### config.mk
export PLATFORM = sky130hd
export DESIGN_NAME = sas_sequencer
export DESIGN_NICKNAME = d
export VERILOG_FILES = /design/src/shared/sas_pkg.sv /design/src/hw/sas_sequencer.sv /design/src/hw/sas_trig_edge.sv /design/src/hw/sas_approx.sv
export SDC_FILE = /design/constraint.sdc
export NUM_CORES = 1
export LEC_CHECK = 0
export BUFFER_PORTS_ARGS = -buffer_cell sky130_fd_sc_hd__clkbuf_2
export CORE_UTILIZATION = 30
export CTS_CLUSTER_DIAMETER = 60
export DETAILED_ROUTE_END_ITERATION = 10
export PLACE_DENSITY = 0.49
export SYNTH_ARGS = -nofsm -noshare
export SYNTH_HDL_FRONTEND = slang
export SYNTH_SLANG_ARGS = --single-unit
### constraint.sdc
create_clock -name clk_sys -period 3.15 [get_ports clk_sys]
set_input_delay 0.315 -clock clk_sys [delete_from_list [all_inputs] [get_ports clk_sys]]
set_output_delay 0.315 -clock clk_sys [all_outputs]
set_load 0.01 [all_outputs]
### src/shared/sas_pkg.sv
/*
 Constants, field layouts and carrier types shared by the converter sequencer
 and its two leaf modules. Assumes one system clock and an active-low reset.
*/
package sas_pkg;

   // ---------------------------------------------------------------
   // Widths and register map
   // ---------------------------------------------------------------
   localparam int unsigned DATA_W      = 8;
   localparam int unsigned CHAN_W      = 3;
   localparam int unsigned CHAN_COUNT  = 8;
   localparam int unsigned PIN_CNT_W   = 4;
   localparam int unsigned SLOT_W      = 8;

   localparam logic [15:0] MODE_ADDR    = 16'hff80;
   localparam logic [15:0] RESULT_ADDR  = 16'hff81;
   localparam logic [15:0] PIN_SEL_ADDR = 16'hff84;

   localparam logic [DATA_W-1:0]    MODE_RESET    = 8'h01;
   localparam logic [DATA_W-1:0]    RESULT_RESET  = 8'h00;
   localparam logic [DATA_W-1:0]    READ_ZERO     = 8'h00;
   localparam logic [PIN_CNT_W-1:0] PIN_SEL_RESET = 4'h0;
   localparam logic [PIN_CNT_W-1:0] PIN_COUNT_MAX = 4'h8;
   localparam logic [DATA_W-1:0]    MSB_CODE      = 8'h80;
   localparam logic [CHAN_W-1:0]    BIT_TOP       = 3'h7;
   localparam logic                 TRIG_IDLE     = 1'b1;

   // ---------------------------------------------------------------
   // Conversion timing, in main clock periods
   // ---------------------------------------------------------------
   localparam logic [1:0] TSEL_STD  = 2'h0;
   localparam logic [1:0] TSEL_FAST = 2'h1;
   localparam logic [1:0] TSEL_LONG = 2'h2;

   localparam int unsigned CLKS_STD       = 160;
   localparam int unsigned CLKS_FAST      = 80;
   localparam int unsigned CLKS_LONG      = 200;
   localparam int unsigned SLOTS_PER_CONV = 10;
   localparam int unsigned SAMPLE_SLOTS   = 2;

   localparam logic [SLOT_W-1:0] SLOT_STD  = SLOT_W'(CLKS_STD / SLOTS_PER_CONV);
   localparam logic [SLOT_W-1:0] SLOT_FAST = SLOT_W'(CLKS_FAST / SLOTS_PER_CONV);
   localparam logic [SLOT_W-1:0] SLOT_LONG = SLOT_W'(CLKS_LONG / SLOTS_PER_CONV);

   // ---------------------------------------------------------------
   // Carrier types
   // ---------------------------------------------------------------
   typedef struct packed {
      logic              run;
      logic              ext_trigger_sel;
      logic              conv_time_sel_hi;
      logic              conv_time_sel_lo;
      logic [CHAN_W-1:0] chan_sel;
      logic              fixed_one;
   } sas_mode_s;

   typedef struct packed {
      logic [15:0]       addr;
      logic              wr;
      logic              bit_op;
      logic [2:0]        bit_sel;
      logic              bit_val;
      logic              rd;
      logic [DATA_W-1:0] wdata;
   } sas_bus_req_s;

   typedef enum logic [1:0] {
      ST_IDLE,
      ST_WAIT_TRIG,
      ST_SAMPLE,
      ST_CONVERT
   } sas_state_e;

endpackage

### src/hw/sas_sequencer.sv
/*
 Top of the converter sequencer: mode, result and pin select registers on the
 internal register port, start and trigger control, conversion pacing and the
 hold and sample controls for the analog front end.
 Assumes the comparator answer is synchronous to clk_sys and valid within one
 bit slot of a new trial code.
*/
module sas_sequencer
   import sas_pkg::*;
(
   // Clock and reset
   input  wire logic                  clk_sys,
   input  wire logic                  reset_n,
   // Register port
   input  wire sas_bus_req_s          bus_req,
   output      logic [DATA_W-1:0]     bus_rdata,
   // External trigger
   input  wire logic                  ext_trigger_in,
   // Analog front end
   input  wire logic                  cmp_ge,
   output      logic [DATA_W-1:0]     trial_code,
   output      logic                  sample_en,
   output      logic                  hold_en,
   output      logic [CHAN_W-1:0]     chan_sel,
   output      logic [CHAN_COUNT-1:0] analog_pin_en,
   // Completion
   output      logic                  conv_done_irq
);

   // ---------------------------------------------------------------
   // Helpers
   // ---------------------------------------------------------------

   function automatic logic [DATA_W-1:0] apply_write(
      input logic [DATA_W-1:0] old_val,
      input sas_bus_req_s      req
   );
      logic [DATA_W-1:0] new_val;
      new_val = old_val;
      if (req.bit_op) begin
         new_val[req.bit_sel] = req.bit_val;
      end else begin
         new_val = req.wdata;
      end
      return new_val;
   endfunction

   // Code 11 is prohibited; it runs as the longest setting so a mistaken
   // write errs toward a slower, still valid conversion.
   function automatic logic [SLOT_W-1:0] slot_len(input logic [1:0] sel);
      logic [SLOT_W-1:0] len;
      len = SLOT_LONG;
      case (sel)
         TSEL_STD:  len = SLOT_STD;
         TSEL_FAST: len = SLOT_FAST;
         TSEL_LONG: len = SLOT_LONG;
         default:   len = SLOT_LONG;
      endcase
      return len;
   endfunction

   // ---------------------------------------------------------------
   // Declarations
   // ---------------------------------------------------------------

   sas_mode_s             mode;
   sas_mode_s             next_mode;

   logic [PIN_CNT_W-1:0]  pin_count;
   logic [PIN_CNT_W-1:0]  next_pin_count;
   logic [CHAN_COUNT-1:0] next_pin_en;

   logic [DATA_W-1:0]     result;
   logic [DATA_W-1:0]     next_rdata;

   logic                  mode_sel;
   logic                  result_sel;
   logic                  pin_sel_sel;

   logic                  mode_wr;
   logic                  pin_wr;

   sas_state_e            state;
   sas_state_e            next_state;

   logic [SLOT_W-1:0]     cnt;
   logic [SLOT_W-1:0]     next_cnt;
   logic [SLOT_W-1:0]     slot_q;
   logic [SLOT_W-1:0]     new_slot;

   logic [CHAN_W-1:0]     bit_idx;
   logic [1:0]            start_time_sel;

   logic                  trig_enable;
   logic                  trig_pulse;

   logic                  cnt_zero;
   logic                  begin_conv;
   logic                  sample_end;
   logic                  bit_decide;
   logic                  last_decide;

   // ---------------------------------------------------------------
   // Register decode
   // ---------------------------------------------------------------

   assign mode_sel    = (bus_req.addr == MODE_ADDR);
   assign result_sel  = (bus_req.addr == RESULT_ADDR);
   assign pin_sel_sel = (bus_req.addr == PIN_SEL_ADDR);

   assign mode_wr   = mode_sel & (bus_req.wr | bus_req.bit_op);
   assign pin_wr    = pin_sel_sel & bus_req.wr & ~bus_req.bit_op;

   assign next_mode = sas_mode_s'(apply_write(mode, bus_req));

   // ---------------------------------------------------------------
   // Mode register
   // ---------------------------------------------------------------

   always_ff @(posedge clk_sys or negedge reset_n) begin
      if (!reset_n) begin
         mode <= sas_mode_s'(MODE_RESET);
      end else if (mode_wr) begin
         mode <= next_mode;
      end
   end

   assign chan_sel = mode.chan_sel;

   // ---------------------------------------------------------------
   // Analog pin select
   // ---------------------------------------------------------------

   // Pin select takes whole-byte writes only; a bit operation on it is ignored.
   always_ff @(posedge clk_sys or negedge reset_n) begin
      if (!reset_n) begin
         pin_count <= PIN_SEL_RESET;
      end else if (pin_wr) begin
         pin_count <= bus_req.wdata[PIN_CNT_W-1:0];
      end
   end

   // Enables decode the incoming count, so they move at the write edge.
   assign next_pin_count = pin_wr ? bus_req.wdata[PIN_CNT_W-1:0] : pin_count;

   // A prohibited count above eight routes no pin at all.
   for (genvar i = 0; i < CHAN_COUNT; i++) begin : g_pin_en
      assign next_pin_en[i] = (next_pin_count <= PIN_COUNT_MAX) &&
                              (PIN_CNT_W'(i) < next_pin_count);
   end

   always_ff @(posedge clk_sys or negedge reset_n) begin
      if (!reset_n) begin
         analog_pin_en <= '0;
      end else begin
         analog_pin_en <= next_pin_en;
      end
   end

   // ---------------------------------------------------------------
   // Trigger
   // ---------------------------------------------------------------

   assign trig_enable = mode.run & mode.ext_trigger_sel;

   sas_trig_edge u_trig_edge (
      .clk_sys        (clk_sys),
      .reset_n        (reset_n),
      .ext_trigger_in (ext_trigger_in),
      .enable         (trig_enable),
      .fall_pulse     (trig_pulse)
   );

   // ---------------------------------------------------------------
   // Sequencing strobes
   // ---------------------------------------------------------------

   // A mode write in the same cycle as a slot end wins: the decision is
   // dropped so an aborted conversion never reaches the result register.
   assign cnt_zero    = (cnt == '0);

   assign sample_end  = (state == ST_SAMPLE) & cnt_zero & ~mode_wr;
   assign bit_decide  = (state == ST_CONVERT) & cnt_zero & ~mode_wr;
   assign last_decide = bit_decide & (bit_idx == '0);

   assign begin_conv = (next_state == ST_SAMPLE) &&
                       ((state != ST_SAMPLE) || mode_wr);

   assign start_time_sel = mode_wr ?
                           {next_mode.conv_time_sel_hi, next_mode.conv_time_sel_lo} :
                           {mode.conv_time_sel_hi, mode.conv_time_sel_lo};

   assign new_slot = slot_len(start_time_sel);

   // ---------------------------------------------------------------
   // State machine
   // ---------------------------------------------------------------

   // A mode write outranks every state and aborts a conversion.
   always_comb begin
      next_state = state;
      if (mode_wr) begin
         if (!next_mode.run) begin
            next_state = ST_IDLE;
         end else if (next_mode.ext_trigger_sel) begin
            next_state = ST_WAIT_TRIG;
         end else begin
            next_state = ST_SAMPLE;
         end
      end else begin
         case (state)
            ST_IDLE: begin
               next_state = ST_IDLE;
            end
            ST_WAIT_TRIG: begin
               if (trig_pulse) begin
                  next_state = ST_SAMPLE;
               end
            end
            ST_SAMPLE: begin
               if (cnt_zero) begin
                  next_state = ST_CONVERT;
               end
            end
            ST_CONVERT: begin
               if (cnt_zero && (bit_idx == '0)) begin
                  if (mode.ext_trigger_sel) begin
                     next_state = ST_WAIT_TRIG;
                  end else begin
                     next_state = ST_SAMPLE;
                  end
               end
            end
            default: begin
               next_state = ST_IDLE;
            end
         endcase
      end
   end

   always_ff @(posedge clk_sys or negedge reset_n) begin
      if (!reset_n) begin
         state <= ST_IDLE;
      end else begin
         state <= next_state;
      end
   end

   // ---------------------------------------------------------------
   // Pacing counter
   // ---------------------------------------------------------------

   // Two slots of sampling and one slot per bit make ten slots, which is
   // exactly the selected conversion length in clock periods.
   always_comb begin
      next_cnt = cnt;
      if (begin_conv) begin
         next_cnt = SLOT_W'(new_slot * SAMPLE_SLOTS - 1);
      end else if (sample_end || (bit_decide && !last_decide)) begin
         next_cnt = slot_q - 1'b1;
      end else if (!cnt_zero) begin
         next_cnt = cnt - 1'b1;
      end
   end

   always_ff @(posedge clk_sys or negedge reset_n) begin
      if (!reset_n) begin
         cnt <= '0;
      end else begin
         cnt <= next_cnt;
      end
   end

   always_ff @(posedge clk_sys or negedge reset_n) begin
      if (!reset_n) begin
         slot_q <= SLOT_STD;
      end else if (begin_conv) begin
         slot_q <= new_slot;
      end
   end

   always_ff @(posedge clk_sys or negedge reset_n) begin
      if (!reset_n) begin
         bit_idx <= BIT_TOP;
      end else if (sample_end) begin
         bit_idx <= BIT_TOP;
      end else if (bit_decide) begin
         bit_idx <= bit_idx - 1'b1;
      end
   end

   // ---------------------------------------------------------------
   // Front-end controls
   // ---------------------------------------------------------------

   // Hold drops at the edge that stores the result.
   always_ff @(posedge clk_sys or negedge reset_n) begin
      if (!reset_n) begin
         sample_en <= 1'b0;
         hold_en   <= 1'b0;
      end else begin
         sample_en <= (next_state == ST_SAMPLE);
         hold_en   <= (next_state == ST_CONVERT);
      end
   end

   // ---------------------------------------------------------------
   // Approximation register
   // ---------------------------------------------------------------

   sas_approx u_approx (
      .clk_sys    (clk_sys),
      .reset_n    (reset_n),
      .clear      (sample_end),
      .decide     (bit_decide),
      .cmp_ge     (cmp_ge),
      .trial_code (trial_code),
      .result     (result),
      .done       (conv_done_irq)
   );

   // ---------------------------------------------------------------
   // Read port
   // ---------------------------------------------------------------

   // Result is read-only; neither byte writes nor bit operations touch it.
   assign next_rdata = !bus_req.rd ? READ_ZERO :
                       mode_sel    ? DATA_W'(mode) :
                       result_sel  ? result :
                       pin_sel_sel ? DATA_W'(pin_count) :
                                     READ_ZERO;

   always_ff @(posedge clk_sys or negedge reset_n) begin
      if (!reset_n) begin
         bus_rdata <= READ_ZERO;
      end else begin
         bus_rdata <= next_rdata;
      end
   end

endmodule

### src/hw/sas_trig_edge.sv
/*
 Falling-edge detector for the external conversion trigger.
 Assumes the trigger pin is already synchronous to clk_sys.
*/
module sas_trig_edge
   import sas_pkg::*;
(
   // Clock and reset
   input  wire logic clk_sys,
   input  wire logic reset_n,
   // Trigger
   input  wire logic ext_trigger_in,
   input  wire logic enable,
   output      logic fall_pulse
);

   logic trig_prev;

   // The previous level keeps tracking while gated, so enabling the trigger
   // never manufactures an edge from a pin that was already low.
   always_ff @(posedge clk_sys or negedge reset_n) begin
      if (!reset_n) begin
         trig_prev <= TRIG_IDLE;
      end else begin
         trig_prev <= ext_trigger_in;
      end
   end

   assign fall_pulse = enable & trig_prev & ~ext_trigger_in;

endmodule

### src/hw/sas_approx.sv
/*
 Successive approximation register with result latch and completion pulse.
 Assumes clear and decide are one-cycle strobes from the sequencer.
*/
module sas_approx
   import sas_pkg::*;
(
   // Clock and reset
   input  wire logic              clk_sys,
   input  wire logic              reset_n,
   // Control
   input  wire logic              clear,
   input  wire logic              decide,
   input  wire logic              cmp_ge,
   // Results
   output      logic [DATA_W-1:0] trial_code,
   output      logic [DATA_W-1:0] result,
   output      logic              done
);

   logic [DATA_W-1:0] bit_mask;
   logic [DATA_W-1:0] kept_code;
   logic              last_bit;

   assign kept_code = cmp_ge ? trial_code : (trial_code & ~bit_mask);
   assign last_bit  = decide & bit_mask[0];

   always_ff @(posedge clk_sys or negedge reset_n) begin
      if (!reset_n) begin
         trial_code <= READ_ZERO;
         bit_mask   <= READ_ZERO;
      end else if (clear) begin
         trial_code <= MSB_CODE;
         bit_mask   <= MSB_CODE;
      end else if (decide) begin
         trial_code <= kept_code | (bit_mask >> 1);
         bit_mask   <= bit_mask >> 1;
      end
   end

   // Result resets to zero only so the port is defined; software treats it as
   // undefined until the first completion.
   always_ff @(posedge clk_sys or negedge reset_n) begin
      if (!reset_n) begin
         result <= RESULT_RESET;
      end else if (last_bit) begin
         result <= kept_code;
      end
   end

   always_ff @(posedge clk_sys or negedge reset_n) begin
      if (!reset_n) begin
         done <= 1'b0;
      end else begin
         done <= last_bit;
      end
   end

endmodule

==> impl_metrics.yaml <==
timing:
  rsz0062_at_grt: "no"
  setup_viol: 0
  final_hold_viol_count: 0
  slew_viol_final: 0
  fin_crit_ns: 2.876
  fmax_mhz: 347.7
  slew_headroom: 0.6478
  post-route-period-util: 0.9131
  fin_skew_ns: 0.007170
  max_slew.worst_pin.slew_ns: 0.5283
  whs_ns: 0.09581
yosys:
  syn_nets: 395
  synth_edf_count: 0
  async_flop_share: 1.000
  yosys_warnings: 0
  synth_fa_ha_area_frac: 0.01088
  yosys.area_share.xor_xnor: 0.01269
  synth_mux_area_frac: 0.05876
  syn_area_um2: 3450
  synth-simple-area-share: 0.1785
  yosysSeqAreaShare: 0.5245
  ys_types: 51
  avgSynthCellArea_um2: 9.663
  synth_compound_area_frac: 0.1683
  synthFlopType: "dfrtp_1"
  synth_top_family_by_area: "simple AND/OR/NAND/NOR gates"
  ys_ff_latch: 72
  synthCells: 357
cells_and_area:
  layout.cells.non_filler: 573
  finish.instance_area_um2: 4258
  nNetsFinal: 466
  syn_to_final_growth_pct: 23.43
  num_antenna_cells: 0
  postLayoutCoreUtil: 0.3860
  drive_above_1_share: 0.2610
routing:
  first_iter_violations: 156
  drt-pass1-iter-count: 4
  antenna_left: 0
  via_per_inst: 4.967
  wl_per_cell_um: 14.91
  wl_um: 8545
  route.vias.total: 2846
  drc: 0
global_route:
  grt_first_pass_wirelength_um: 14030
  grt_pass1_vias: 2861
  antenna_found_initial: 0
  grt_usage: 0.1546
  grt_max_degree: 33
  gr-total-overflow: 0
clock_tree:
  cts.path.max_buffers: 2
  clk_latency_ns: 0.32
  clkTransAtPathRegs_ns: 0.06
  cts_tree: "yes"
  clkSinkCount: 72
  post-cts-setup-buffer-count: 0
  root_buffer: "clkbuf_16"
  hold_buffers: 1
  cts_buffers: 9
  cts.htree.levels: 3
  cts_resized: 0
die:
  rows: 38
  die_area_um2: 11930
  core_um2: 11030
  io_pins: 65
  start_util: 0.3127
  die_w_um: 109.2
  die_h_um: 109.2
worst_setup_path:
  cp.arrival_ns: 3.10
  crit_chain: "clkbuf_2 > or4_4 > or4_1 > or4_1 > mux2_4 > nand2b_4 > or3_1 > o31ai_1"
  crit_type: "input port to register"
  worst_path_max_delay_cell: "or4_1"
  cp-end-kind: "register"
  cp-startpoint: "bus_req[16]"
  path_max_fanout: 8
  rr_worst_depth: 8
  cp.required_ns: 3.38
  r2r_start: "cnt[0]$_DFFE_PN0P_"
  cpMostUsedCell: "or4_1"
  cpPeakStageDelay_ns: 0.63
  critPathLaunchType: "input port"
power_and_ir_drop:
  p_leak_nw: 2.106
  irDropWorstVdd_v: 0.0003400
  cellPowerDensity_nw_per_um2: 529.6
run_status:
  status: "finished, final reports clean"
placed_design:
  portBuffers: 64
  place_congestion: 0.8767
  hpwl_um: 6445
  place_area_um2: 3965
  dp_cells: 556
worst_hold_path:
  hold_class: "input port to register"
  min_path_cells: 1
  min-delay-start: "ext_trigger_in"
run:
  drv_cap: 0
cell type report:
cell class	instances	area, µm²
clock buffer	10	239.0
clock inverter	6	43.79
fill	1162	6773
inverter	20	75.07
multi-input combinational	246	1480
sequential	72	1809
tap	140	175.2
timing repair buffer	79	435.4
metal layers:
layer	track usage	share of wire
met5	0	0
met4	0.05619	0.013
met3	0.03527	0.044
met2	0.2556	0.49
met1	0.1968	0.46
final timing paths:
check | end | slack [ns]
worst min register to register | u_approx.bit_mask[4]$_DFFE_PN0P_ | 0.47
max in group asynchronous | bit_idx[2]$_DFFE_PN1P_ | 1.84
worst max register to register | u_approx.result[4]$_DFFE_PN0P_ | 0.72
worst min-delay path | u_trig_edge.trig_prev$_DFF_PN1_ | 0.1
worst max-delay path | analog_pin_en[6]$_DFF_PN0_ | 0.27
min in group asynchronous | u_approx.result[1]$_DFFE_PN0P_ | 0.51
registers in the layout, summed over array words and instances (netlist names), 2 cells and up:
| register | cells |
|---|---|
| chan_sel | 3 |
| analog_pin_en | 8 |
| cnt | 8 |
| state | 2 |
| u_approx.trial_code | 8 |
| mode | 5 |
| bus_rdata | 8 |
| u_approx.bit_mask | 8 |
| u_approx.result | 8 |
| slot_q | 3 |
| bit_idx | 3 |
| pin_count | 4 |
cells by family after synthesis:
group | after synthesis
compound gates | 95
xor+xnor | 5
fa+ha+maj | 3
buf+inv | 39
flops | 72
mux | 19
simple gates | 124
stage by stage:
step | setup TNS (ns) | setup WS, ns | total power [mW]
floorplan | 0 | 0.1847 | 1.214
global placement | -0.07827 | -0.03348 | 1.315
detailed placement | -0.2241 | -0.06714 | 1.319
CTS | 0 | 0.2696 | 2.293
global route | 0 | 0.1736 | 2.374
finish | 0 | 0.2736 | 2.255
synthesized netlist by cell type, types with 3 or more instances:
cell / instances / area share
a21oi_1: 14 / 0.020
a22o_1: 7 / 0.018
a31oi_1: 5 / 0.0091
buf_4: 3 / 0.0065
clkbuf_1: 14 / 0.015
dfrtp_1: 66 / 0.48
dfstp_2: 6 / 0.046
ha_1: 3 / 0.011
inv_1: 18 / 0.020
mux2_2: 3 / 0.0098
mux2i_1: 14 / 0.041
nand2_1: 47 / 0.051
nand2b_1: 3 / 0.0054
nand3_1: 10 / 0.015
nand3b_1: 5 / 0.011
nor2_1: 25 / 0.027
nor2b_1: 3 / 0.0054
nor3_1: 3 / 0.0044
nor4_1: 6 / 0.011
o21ai_0: 39 / 0.057
o22ai_1: 5 / 0.0091
o31ai_1: 8 / 0.017
or2_2: 3 / 0.0054
or3_1: 5 / 0.0091
or4_1: 4 / 0.0087
xor2_1: 4 / 0.010
report_power, final:
group          switching, mW  total (mW)  internal (mW)  leakage (nW)
Sequential            0.0517        1.04          0.985         0.885
Combinational          0.146       0.267          0.121          1.08
Clock                  0.395       0.952          0.557         0.139
worst max-delay path, delay by kind of cell:
| family | cells | cell delay (ns) |
|---|---|---|
| AOI/OAI and AO/OA | 1 | 0.11 |
| muxes | 1 | 0.36 |
| and+or+nand+nor | 5 | 2.23 |
| buffers and inverters | 1 | 0.08 |
cells in the final DEF (no fill, tap or decap), types with 3 or more instances in the layout:
cell | netlist | layout
dfrtp_1 | 66 | 66
clkbuf_2 | 0 | 63
nand2_1 | 47 | 47
o21ai_0 | 39 | 39
nor2_1 | 25 | 25
inv_1 | 18 | 18
mux2i_1 | 14 | 14
a21oi_1 | 14 | 14
buf_4 | 3 | 14
nand3_1 | 10 | 10
clkbuf_16 | 0 | 9
o31ai_1 | 8 | 8
a22o_1 | 7 | 7
nor4_1 | 6 | 6
dfstp_2 | 6 | 6
nand3b_1 | 5 | 5
or3_1 | 5 | 5
o22ai_1 | 5 | 5
a31oi_1 | 5 | 5
or4_1 | 4 | 4
xor2_1 | 4 | 4
mux2_2 | 3 | 3
or2_2 | 3 | 3
nand2b_1 | 3 | 3
nor2b_1 | 3 | 3
nor3_1 | 3 | 3
ha_1 | 3 | 3
Note: power is estimated with default switching activity, not from simulation.
